<file path="config.mk">
export PLATFORM = sky130hd
export DESIGN_NAME = svd_ctrl
export DESIGN_NICKNAME = d
export VERILOG_FILES = /design/src/verilog/svd_ctrl.v
export VERILOG_INCLUDE_DIRS = /design/src /design/src/include
export SDC_FILE = /design/constraint.sdc
export NUM_CORES = 1
export LEC_CHECK = 0
export ABC_AREA = 1
export BUFFER_PORTS_ARGS = -buffer_cell sky130_fd_sc_hd__buf_2
export CAP_MARGIN = 5
export CORE_MARGIN = 5
export CORE_UTILIZATION = 52
export DETAILED_ROUTE_END_ITERATION = 7
export PLACE_DENSITY_LB_ADDON = 0.12
export SYNTH_ARGS = -nofsm -noshare
export SYNTH_HDL_FRONTEND = slang
export SYNTH_SLANG_ARGS = --single-unit
</file>
<file path="constraint.sdc">
create_clock -name aclk -period 1.7 [get_ports aclk]
set_input_delay 0.17 -clock aclk [delete_from_list [all_inputs] [get_ports aclk]]
set_output_delay 0.17 -clock aclk [all_outputs]
set_load 0.01 [all_outputs]
</file>
<file path="src/include/svd_defs.vh">
/*
 Constants for the supply voltage detect controller: register offsets,
 field positions, reset values and timing counts.
 Assumes inclusion by bare name from the design file.
*/
// Notes on behaviour
// - Crossing in chosen direction sets detect event flag
// - Enabled set flag raises interrupt request
// - Bit 7 picks rising or falling trigger
// - Bit 4 powers detector; clearing switches off
// - Bits 3-0 pick level; 1111 external pin
// - Reference-stable held low after each enable
// - Bit 5 read-only stable flag, writes ignored
// - No events while reference not stable
// - Bit 6 reads zero, writes ignored
// - Reset restores control register, detector off
`ifndef SVD_DEFS_VH
`define SVD_DEFS_VH
`define SVD_OFS_CONTROL    4'h0
`define SVD_OFS_STATUS     4'h4
`define SVD_OFS_IRQ_ENABLE 4'h8
`define SVD_OFS_IRQ_CLEAR  4'hc
`define SVD_BIT_DIR        7
`define SVD_BIT_STABLE     5
`define SVD_BIT_ENABLE     4
`define SVD_LEVEL_EXT      4'hf
`define SVD_CONTROL_RESET  8'h05
`define SVD_WR_MASK        8'h9f
`define SVD_SETTLE_NS      1000
`define SVD_CLK_NS         10
`define SVD_SETTLE_CYCLES  ((`SVD_SETTLE_NS + `SVD_CLK_NS - 1) / `SVD_CLK_NS)
`define SVD_RESP_OKAY      2'b00
`define SVD_RESP_SLVERR    2'b10
`endif

</file>
<file path="src/verilog/svd_ctrl.v">
/*
 Supply voltage detect controller: AXI4-Lite register slave, control
 register, reference settle timer, synchronised comparator event logic
 and a level interrupt.
 Assumes the analog comparator and reference-ready inputs are
 asynchronous; every other input is synchronous to aclk.
*/
`timescale 1ns/100ps
`include "svd_defs.vh"
module svd_ctrl #(
    parameter SETTLE_CYCLES = `SVD_SETTLE_CYCLES
) (
    // Clock and reset
    input  wire        aclk,
    input  wire        aresetn,
    // AXI4-Lite write address
    input  wire [3:0]  s_axi_awaddr,
    input  wire        s_axi_awvalid,
    output reg         s_axi_awready,
    // AXI4-Lite write data
    input  wire [31:0] s_axi_wdata,
    input  wire [3:0]  s_axi_wstrb,
    input  wire        s_axi_wvalid,
    output reg         s_axi_wready,
    // AXI4-Lite write response
    output reg  [1:0]  s_axi_bresp,
    output reg         s_axi_bvalid,
    input  wire        s_axi_bready,
    // AXI4-Lite read address
    input  wire [3:0]  s_axi_araddr,
    input  wire        s_axi_arvalid,
    output reg         s_axi_arready,
    // AXI4-Lite read data
    output reg  [31:0] s_axi_rdata,
    output reg  [1:0]  s_axi_rresp,
    output reg         s_axi_rvalid,
    input  wire        s_axi_rready,
    // Analog front end
    input  wire        comparator_trip_async,
    input  wire        reference_ready_async,
    output reg         detector_power_enable,
    output reg  [3:0]  trip_level_select,
    output reg         external_trip_input_sel,
    output reg         direction_select,
    // Interrupt
    output reg         irq
);
    // Settle count cut to the counter width on purpose
    localparam [15:0] SETTLE_LIMIT = SETTLE_CYCLES;
    reg  [7:0]  ctrl_reg;
    reg         detect_event_flag_reg;
    reg         detect_irq_enable_reg;
    reg  [1:0]  cmp_sync_reg;
    reg  [1:0]  rdy_sync_reg;
    reg         cmp_prev_reg;
    reg         stable_reg;
    reg  [15:0] settle_cnt_reg;
    reg         aw_hold_reg;
    reg         w_hold_reg;
    reg  [3:0]  awaddr_reg;
    reg  [31:0] wdata_reg;
    reg  [3:0]  wstrb_reg;
    wire        enabled;
    wire        wr_fire;
    wire        cmp_rise;
    wire        event_set;
    wire        clr_write;
    wire [7:0]  ctrl_view;
    wire [3:0]  wr_addr;
    wire [31:0] wr_data;
    wire [3:0]  wr_strb;

    assign enabled = ctrl_reg[`SVD_BIT_ENABLE];
    // Comparator reports "condition true" for the selected direction
    assign cmp_rise  = cmp_sync_reg[1] & ~cmp_prev_reg;
    assign event_set = enabled & stable_reg & cmp_rise;
    assign ctrl_view = {ctrl_reg[7], 1'b0, stable_reg, ctrl_reg[4:0]};

    assign wr_addr = aw_hold_reg ? awaddr_reg : s_axi_awaddr;
    assign wr_data = w_hold_reg ? wdata_reg : s_axi_wdata;
    assign wr_strb = w_hold_reg ? wstrb_reg : s_axi_wstrb;
    assign wr_fire = (aw_hold_reg | (s_axi_awvalid & s_axi_awready))
                   & (w_hold_reg | (s_axi_wvalid & s_axi_wready));
    assign clr_write = wr_fire & (wr_addr == `SVD_OFS_IRQ_CLEAR) & wr_strb[0] & wr_data[0];

    // Synchronisers and settle timer
    always @(posedge aclk) begin
        if (!aresetn) begin
            cmp_sync_reg   <= 2'b00;
            rdy_sync_reg   <= 2'b00;
            cmp_prev_reg   <= 1'b0;
            stable_reg     <= 1'b0;
            settle_cnt_reg <= 16'h0000;
        end else begin
            cmp_sync_reg <= {cmp_sync_reg[0], comparator_trip_async};
            rdy_sync_reg <= {rdy_sync_reg[0], reference_ready_async};
            cmp_prev_reg <= cmp_sync_reg[1];
            if (!enabled) begin
                settle_cnt_reg <= 16'h0000;
                stable_reg     <= 1'b0;
            end else if (settle_cnt_reg < SETTLE_LIMIT) begin
                settle_cnt_reg <= settle_cnt_reg + 16'h0001;
                stable_reg     <= 1'b0;
            end else begin
                stable_reg <= rdy_sync_reg[1];
            end
        end
    end

    // Event flag: set wins over clear
    always @(posedge aclk) begin
        if (!aresetn) begin
            detect_event_flag_reg <= 1'b0;
        end else if (event_set) begin
            detect_event_flag_reg <= 1'b1;
        end else if (clr_write) begin
            detect_event_flag_reg <= 1'b0;
        end
    end

    // Write channel
    always @(posedge aclk) begin
        if (!aresetn) begin
            ctrl_reg              <= `SVD_CONTROL_RESET;
            detect_irq_enable_reg <= 1'b0;
            aw_hold_reg           <= 1'b0;
            w_hold_reg            <= 1'b0;
            awaddr_reg            <= 4'h0;
            wdata_reg             <= 32'h00000000;
            wstrb_reg             <= 4'h0;
            s_axi_awready         <= 1'b0;
            s_axi_wready          <= 1'b0;
            s_axi_bvalid          <= 1'b0;
            s_axi_bresp           <= `SVD_RESP_OKAY;
        end else begin
            s_axi_awready <= ~aw_hold_reg & ~s_axi_bvalid & ~s_axi_awready;
            s_axi_wready  <= ~w_hold_reg & ~s_axi_bvalid & ~s_axi_wready;
            if (s_axi_bvalid & s_axi_bready) begin
                s_axi_bvalid <= 1'b0;
            end
            if (wr_fire) begin
                aw_hold_reg   <= 1'b0;
                w_hold_reg    <= 1'b0;
                s_axi_awready <= 1'b0;
                s_axi_wready  <= 1'b0;
                s_axi_bvalid  <= 1'b1;
                s_axi_bresp   <= (wr_addr[1:0] != 2'b00 || wr_addr == `SVD_OFS_STATUS)
                               ? `SVD_RESP_SLVERR : `SVD_RESP_OKAY;
                if (wr_addr == `SVD_OFS_CONTROL && wr_strb[0]) begin
                    ctrl_reg <= wr_data[7:0] & `SVD_WR_MASK;
                end
                if (wr_addr == `SVD_OFS_IRQ_ENABLE && wr_strb[0]) begin
                    detect_irq_enable_reg <= wr_data[0];
                end
            end else begin
                if (s_axi_awvalid & s_axi_awready) begin
                    aw_hold_reg <= 1'b1;
                    awaddr_reg  <= s_axi_awaddr;
                end
                if (s_axi_wvalid & s_axi_wready) begin
                    w_hold_reg <= 1'b1;
                    wdata_reg  <= s_axi_wdata;
                    wstrb_reg  <= s_axi_wstrb;
                end
            end
        end
    end

    // Read channel
    always @(posedge aclk) begin
        if (!aresetn) begin
            s_axi_arready <= 1'b0;
            s_axi_rvalid  <= 1'b0;
            s_axi_rdata   <= 32'h00000000;
            s_axi_rresp   <= `SVD_RESP_OKAY;
        end else begin
            s_axi_arready <= ~s_axi_rvalid & ~s_axi_arready;
            if (s_axi_rvalid & s_axi_rready) begin
                s_axi_rvalid <= 1'b0;
            end
            if (s_axi_arvalid & s_axi_arready) begin
                s_axi_arready <= 1'b0;
                s_axi_rvalid  <= 1'b1;
                s_axi_rresp   <= `SVD_RESP_OKAY;
                case (s_axi_araddr)
                    `SVD_OFS_CONTROL:    s_axi_rdata <= {24'h000000, ctrl_view};
                    `SVD_OFS_STATUS:     s_axi_rdata <= {31'h00000000, detect_event_flag_reg};
                    `SVD_OFS_IRQ_ENABLE: s_axi_rdata <= {31'h00000000, detect_irq_enable_reg};
                    `SVD_OFS_IRQ_CLEAR:  s_axi_rdata <= 32'h00000000;
                    default: begin
                        s_axi_rdata <= 32'h00000000;
                        s_axi_rresp <= `SVD_RESP_SLVERR;
                    end
                endcase
            end
        end
    end

    // Front end drive and interrupt
    always @(posedge aclk) begin
        if (!aresetn) begin
            detector_power_enable   <= 1'b0;
            trip_level_select       <= 4'h0;
            external_trip_input_sel <= 1'b0;
            direction_select        <= 1'b0;
            irq                     <= 1'b0;
        end else begin
            detector_power_enable   <= enabled;
            trip_level_select       <= ctrl_reg[3:0];
            external_trip_input_sel <= (ctrl_reg[3:0] == `SVD_LEVEL_EXT);
            direction_select        <= ctrl_reg[`SVD_BIT_DIR];
            irq <= (detect_event_flag_reg | event_set) & detect_irq_enable_reg;
        end
    end
endmodule // svd_ctrl
</file>
# --- After elaboration in Yosys (flattened, before gate mapping) ---
# Index checks and enable logic that the tools add are counted.
word_totals:
  register_bits: 94
  out_inout_bits: 49
classes:
  add_sub_neg: 1
  magnitude_cmp: 1
  eq_ne: 7
  mux: 12
  bitwise: 32
  reduce_logical: 18
op_table:
  columns: ["cell", "count"]
  rows:
  - ["$pmux W8 S3", 1]
  - ["$eq A4 B4 Y1 const B", 5]
  - ["$and A1 B1 Y1", 18]
  - ["$add A16 B1 Y16 const B", 1]
  - ["$lt A16 B7 Y1 const B", 1]
  - ["$not A1 Y1", 11]
  - ["$reduce_and A2 Y1", 5]
  - ["$eq A4 B3 Y1 const B", 2]
  - ["$logic_not A4 Y1", 2]
  - ["$mux W8", 1]
  - ["$reduce_bool A2 Y1", 4]
  - ["$mux W1", 7]
  - ["$mux W2", 2]
  - ["$mux W4", 1]
  - ["$reduce_or A2 Y1", 2]
  - ["$reduce_or A4 Y1", 1]
  - ["$or A1 B1 Y1", 3]
  - ["$reduce_or A3 Y1", 1]
  - ["$logic_and A1 B1 Y1", 2]
  - ["$logic_or A1 B1 Y1", 1]

# --- Depth between registers and ports, before layout ---
# Gate-level depths: netlist (run 1).
logic_depth:
  depth_word: 8
  mapped_depth: 9

# --- Least setup slack after synthesis (run 1) ---
# OpenSTA, ideal clock, no wires.
synth_timing:
  path_kind: "register -> register"
  from: "register s_axi_wready"
  to: "register ctrl_reg[0]"
  setup_time_ns: 0.130
  t_arrival_ns: 1.076
  required_ns: 1.570
  slack_ns: 0.494
  stages_incl_launch_ff: 8
  n_path_buf: 0
  path_cell_list: "dfxtp_1 -> nand2_1 -> nand2_1 -> nand2_4 -> a21oi_4 -> nand3_2 -> nand2_1 -> nand3_1"
synth_between:
  elab_chain_cells: 4
synth_rtl:
  columns: ["item", "line_no", "source"]
  rows:
  - ["start, declared", "svd_ctrl.v:24", "output reg s_axi_wready,"]
  - ["start signal, assigned", "svd_ctrl.v:137", "s_axi_wready <= ~w_hold_reg & ~s_axi_bvalid & ~s_axi_wready;"]
  - ["$and A1 B1 Y1", "svd_ctrl.v:83", "& (w_hold_reg | (s_axi_wvalid & s_axi_wready));"]
  - ["$or A1 B1 Y1", "svd_ctrl.v:83", null]
  - ["$and A1 B1 Y1", "svd_ctrl.v:83", null]
  - ["$reduce_and A2 Y1 (no line)", null, null]
  - ["end signal, assigned", "svd_ctrl.v:124", "ctrl_reg <= `SVD_CONTROL_RESET;"]
  - ["end signal, assigned", "svd_ctrl.v:150", "ctrl_reg <= wr_data[7:0] & `SVD_WR_MASK;"]
  - ["end, declared", "svd_ctrl.v:50", "reg [7:0] ctrl_reg;"]
# No other way between the ends.
# A chain may end at the register's enable or synchronous reset.

# --- Worst setup path in the final report (run 1) ---
layout_timing:
  from: "register w_hold_reg"
  to: "register ctrl_reg[2]"
layout_between:
  elab_chain_cells: 3
layout_rtl:
  columns: ["item", "line_no", "source"]
  rows:
  - ["start, declared", "svd_ctrl.v:59", "reg w_hold_reg;"]
  - ["start signal, assigned", "svd_ctrl.v:127", "w_hold_reg <= 1'b0;"]
  - ["start signal, assigned", "svd_ctrl.v:143", "w_hold_reg <= 1'b0;"]
  - ["start signal, assigned", "svd_ctrl.v:161", "w_hold_reg <= 1'b1;"]
  - ["$or A1 B1 Y1 or $mux W1 (tied branches)", "svd_ctrl.v:83, svd_ctrl.v:81", null]
  - ["$and A1 B1 Y1 or $logic_and A1 B1 Y1 (tied branches)", "svd_ctrl.v:83, svd_ctrl.v:149", null]
  - ["$reduce_and A2 Y1 (no line)", null, null]
# Several ways; a longest one is shown, not always the timed one.

==> results of run 1 <==
layer usage:
metal	up-vias	track usage (%)	routed length, microns
li1	1181	-	-
met3	9	4.555	241
met4	0	9.477	86
met1	1001	20.20	2447
met2	46	27.08	2595
met5	-	0	0
per-stage QoR:
stage               total power, uW  instance area (sq um)  setup WS, ps  hold WS, ps
floorplan                      1944                   2841         494.3        267.6
global placement               2002                   2945         385.2        352.2
detailed placement             2010                   2945         345.5        364.6
CTS                            3591                   3198         323.2        7.217
global route                   3731                   3198         175.3        19.18
finish                         3566                   3198         325.0        17.91
synth_stat cells, types with 3 or more instances:
cell | count | area, sq um
inv_1 | 44 | 165.2
buf_4 | 27 | 202.7
nand4_1 | 6 | 37.54
nand2_1 | 71 | 266.5
dfxtp_1 | 65 | 1301
a21oi_1 | 18 | 90.09
nand3_1 | 11 | 55.05
xor2_1 | 3 | 26.28
inv_2 | 3 | 11.26
nor2_1 | 53 | 198.9
o21ai_0 | 24 | 120.1
a21boi_0 | 4 | 30.03
clkbuf_1 | 4 | 15.01
tightest hold or removal path: stages:
cell,delay [ps]
buf_2,80
nand2_1,40
inv_1,40
where the power goes:
part | switching (uW) | internal (uW)
Combinational | 231 | 114
Sequential | 38.9 | 1590
Clock | 580 | 1010
Total | 851 | 2710
cell families after synthesis:
group / count (synthesis)
compound gates: 53
xor+xnor: 4
fa+ha+maj: 1
buf+inv: 81
flops: 65
other cells: 1
simple gates: 157
worst paths after layout:
kind	from	to	slack, ps	cells past startpoint
worst max-delay path	w_hold_reg	ctrl_reg[2]	320	7
worst min-delay path	reference_ready_async	rdy_sync_reg[0]	20	3
worst max register to register	w_hold_reg	ctrl_reg[2]	320	7
worst min register to register	rdy_sync_reg[0]	rdy_sync_reg[1]	440	2
final cells by class:
type | instances | share of cell area (%)
clock buffer | 10 | 4.304
sequential | 65 | 40.69
multi-input combinational | 242 | 35.41
clock inverter | 6 | 3.286
timing repair buffer | 49 | 8.059
tap | 70 | 2.739
inverter | 47 | 5.516
what timing repair did:
action	CTS	global route
hold buffers	1	0
hold endpoints to repair	1	0
resized for setup	0	0
setup buffers	0	0
==> reports/metrics.yaml, run 1 <==
status: "completed"
cpPeakStageDelay_ps: 340
cts_inserted_buffers: 9
clock-skew-final_ps: 6.669
yosys.area_share.xor_xnor_pct: 1.277
drc: 0
drt_iter0_markers: 97
muxShareOfSynthArea_pct: 0
antenna_found_initial: 0
timing_hold_violations_final: 0
p_per_area_mw_per_mm2: 1115
path_buf_inv: 1
synth_top_family_by_area: "simple AND/OR/NAND/NOR gates"
cap_viol_max_count: 0
grt-ovfl-total: 0
ys_types: 33
layout.nets: 468
diodes: 0
path_delay_family: "simple AND/OR/NAND/NOR gates"
syn_area_per_cell_sq_um: 7.580
clk_latency_ps: 330
initial_utilization_pct: 53.72
std_cell_rows: 26
die_h_microns: 82.64
wire_per_inst_microns: 10.98
place.gp.congestion: 0.8286
cpMostUsedCell: "nand2_1"
ios: 102
p_leak_uw: 0.001576
drive_gt1_share_pct: 18.85
cp_max_fo: 9
critPathKind: "reg2reg"
fin_cells: 489
synth-compound-area-share_pct: 10.76
io_buffers: 45
ys_warn_count: 0
layout_common_cells: "71 x nand2_1, 65 x dfxtp_1, 53 x nor2_1, 45 x buf_2, 44 x inv_1"
path_cells: "inv_1, nand2_1, nand2_4, a21oi_4, nand3_2, nand2_1, nand3_1"
clock_path_buffers: 2
synthSimpleGateAreaFrac_pct: 25.08
vias_per_cell: 4.575
fillers: 499
grt_pass1_vias: 2020
cts_tree: "done"
area_growth_pct: 16.55
vias: 2237
slew_viol_final: 0
synth-seq-cells: 65
multi_input_area_sq_mm: 0.001132
fp.dieArea_sq_mm: 0.006829
min_period_ps: 1375
synth-adder-area-share_pct: 0.4560
min_path_type: "in2reg"
seqCellArea_sq_mm: 0.001301
final.setup.tns_ps: 0
root_buffer: "clkbuf_8"
cp_data_required_time_ps: 1910
period_share_pct: 80.88
final_antenna_net_count: 0
grt_max_degree: 41
grt_pass1_wl_mm: 8.645
cts_htree_levels: 3
final_common_cell: "nand2_1"
cp_slowest_cell: "dfxtp_1"
hpwl_mm: 3.891
synth_cells: 362
final_util_pct: 62.62
post-place-cells: 472
synth_area_sq_mm: 0.002744
max_freq_mhz: 727.3
rsz0062_at_grt: "false"
dr.pass1.iters: 4
yosysSeqAreaShare_pct: 47.42
clk_pin_slew_ps: 70
drt_wl_total_mm: 5.370
setup_violations: 0
ir_worst_vdd_v: 0.0005646
die_w_microns: 82.64
synth_top_flop_cell: "dfxtp_1"
critPathArrivalTime_ps: 1580
core-area_sq_mm: 0.005107
largest_reg_flops: 16
async_reset_ff_share_pct: 0
synth_edf_count: 0
critPathLaunchType: "flop"
cts_sinks: 65
crit_path_end_kind: "flop"
grt.total_usage_pct: 16.83
Power figures use the tool's default switching activity.
==> run 2, diff against run 1 <==
--- a/config.mk
+++ b/config.mk
@@ -10,7 +10,7 @@
 export BUFFER_PORTS_ARGS = -buffer_cell sky130_fd_sc_hd__buf_2
 export CAP_MARGIN = 5
 export CORE_MARGIN = 5
-export CORE_UTILIZATION = 52
+export CORE_UTILIZATION = 49
 export DETAILED_ROUTE_END_ITERATION = 7
 export PLACE_DENSITY_LB_ADDON = 0.12
 export SYNTH_ARGS = -nofsm -noshare
==> constraint.sdc (replaced) <==
create_clock -name aclk -period 1.35 [get_ports aclk]
set_input_delay 0.135 -clock aclk [delete_from_list [all_inputs] [get_ports aclk]]
set_output_delay 0.135 -clock aclk [all_outputs]
set_load 0.01 [all_outputs]
==> reports/metrics.yaml, run 2 (synthesis results as in run 1) <==
status: "completed"
dpl-instance-area_sq_mm: 0.002983  # +1.3%
p_sw_uw: 1035  # +22%
clk_latency_ps: 330  # about the same
min_path_type: "in2reg"
crit_path_end_kind: "flop"
cp_data_required_time_ps: 1580  # -330 ps
cts_htree_levels: 3  # unchanged
vias_per_cell: 4.482  # -2.0%
final_common_cell: "nand2_1"
fin_cells: 496  # +1.4%
drt_iter0_markers: 85  # -12%
vias: 2223  # -0.63%
slew_viol_final: 0  # unchanged
final.setup.tns_ps: 0  # unchanged
initial_utilization_pct: 50.14  # -3.6 points
grt_pass1_vias: 2047  # +1.3%
final_util_pct: 58.80  # -3.8 points
max_freq_mhz: 815.9  # +12%
rsz0062_at_grt: "false"
grt.total_usage_pct: 15.10  # -1.7 points
critPathKind: "reg2reg"
die_w_microns: 84.83  # +2.7%
antenna_found_initial: 0  # unchanged
r2r_slack_ps: 120  # -200 ps
drc: 0  # unchanged
sequentialPowerShare_pct: 51.4  # +5.6 points
layout_common_cells: "70 x nand2_1, 62 x dfxtp_1, 53 x nor2_1, 45 x buf_2, 43 x inv_1"
ir_worst_vdd_v: 0.0007241  # +28%
critPathLaunchType: "flop"
cts_inserted_buffers: 9  # unchanged
clock_path_buffers: 2  # unchanged
place.gp.congestion: 0.7835  # -5.4%
grt-ovfl-total: 0  # unchanged
clock-skew-final_ps: 5.927  # -0.7418 ps
switching_share_pct: 25.82  # +2.0 points
p_leak_uw: 0.001579  # +0.17%
layout.nets: 474  # +1.3%
io_buffers: 45  # unchanged
setup_violations: 0  # unchanged
final_antenna_net_count: 0  # unchanged
std_cell_rows: 27  # +3.8%
hold_path_depth: 3  # unchanged
period_share_pct: 90.79  # +9.9 points
dr.pass1.iters: 4  # unchanged
design_area_sq_mm: 0.003218  # +0.63%
core-area_sq_mm: 0.005473  # +7.2%
min_period_ps: 1226  # -149.3 ps
p_clk_share_pct: 37.1  # -7.4 points
drt_wl_total_mm: 5.254  # -2.2%
critPathArrivalTime_ps: 1460  # -120 ps
reg2regPathDepth: 7  # unchanged
post-place-cells: 477  # +1.1%
cp_max_fo: 6  # -3
die_h_microns: 84.83  # +2.7%
grt_max_degree: 36  # -12%
combinationalPowerShare_pct: 11.5  # +1.8 points
clk_pin_slew_ps: 70  # about the same
cap_viol_max_count: 0  # unchanged
largest_reg_flops: 16  # unchanged
ios: 102  # unchanged
cts_tree: "done"
timing_hold_violations_final: 0  # unchanged
drive_gt1_share_pct: 21.23  # +2.4 points
diodes: 0  # unchanged
area_growth_pct: 17.28
cts_sinks: 65  # unchanged
p_int_uw: 2972  # +9.5%
grt_pass1_wl_mm: 8.742  # +1.1%
p_per_area_mw_per_mm2: 1245  # +12%
wire_per_inst_microns: 10.59  # -3.5%
hpwl_mm: 3.881  # -0.25%
root_buffer: "clkbuf_8"
fp.dieArea_sq_mm: 0.007196  # +5.4%
==> run 2: final timing paths <==
path                                        end            start
worst min register to register  cmp_sync_reg[1]  cmp_sync_reg[0]
worst max-delay path                ctrl_reg[1]       w_hold_reg
worst min-delay path              awaddr_reg[0]  s_axi_awaddr[0]
worst max register to register      ctrl_reg[1]       w_hold_reg
==> run 2: what timing repair did <==
item,in CTS,in global routing
buffers inserted,0,1
endpoints found under the setup margin,0,12
resized for setup,0,8
endpoints found under the hold margin,2,0
hold buffers,2,0
==> run 2: power by group through the flow <==
stage / Clock (uW) / Combinational, uW / Sequential [uW]
3_3_place_gp: 0 / 443 / 2100
5_1_grt: 1620 / 525 / 2070
4_1_cts: 1540 / 454 / 2060
6_report: 1490 / 459 / 2060
3_5_place_dp: 0 / 447 / 2100
2_1_floorplan: 0 / 338 / 2110
==> run 2: area by class of cell <==
cell class | count | area, sq um
fill | 537 | 2255
clock buffer | 12 | 165.2
timing repair buffer | 54 | 314.1
clock inverter | 3 | 15.01
inverter | 47 | 176.4
multi-input combinational | 243 | 1152
tap | 72 | 90.09
sequential | 65 | 1305
==> run 2: critical path, cell delays in order (launching register included) <==
cell	delay [ps]
dfxtp_2	340
inv_2	70
buf_4	130
o21ai_0	90
nor2_2	230
nand4_1	140
nand2_1	90
nor2_1	40
==> run 2: stage by stage <==
stage,hold slack (ps),total power (uW),setup slack [ps]
2_1_floorplan,232.6,2448,144.3
3_3_place_gp,319.6,2543,53.14
3_5_place_dp,318.5,2548,46.46
4_1_cts,24.16,4052,31.98
5_1_grt,34.60,4215,11.36
6_report,41.28,4007,124.3
==> run 2: per-layer routing <==
metal,part of all wire (%),wire length [microns],GRT usage (%),vias up
met1,45,2380,17.36,979
met4,2.3,120,8.777,0
li1,-,-,-,1192
met2,48,2502,25.55,42
met3,4.8,252,3.592,10
met5,0,0,0,-
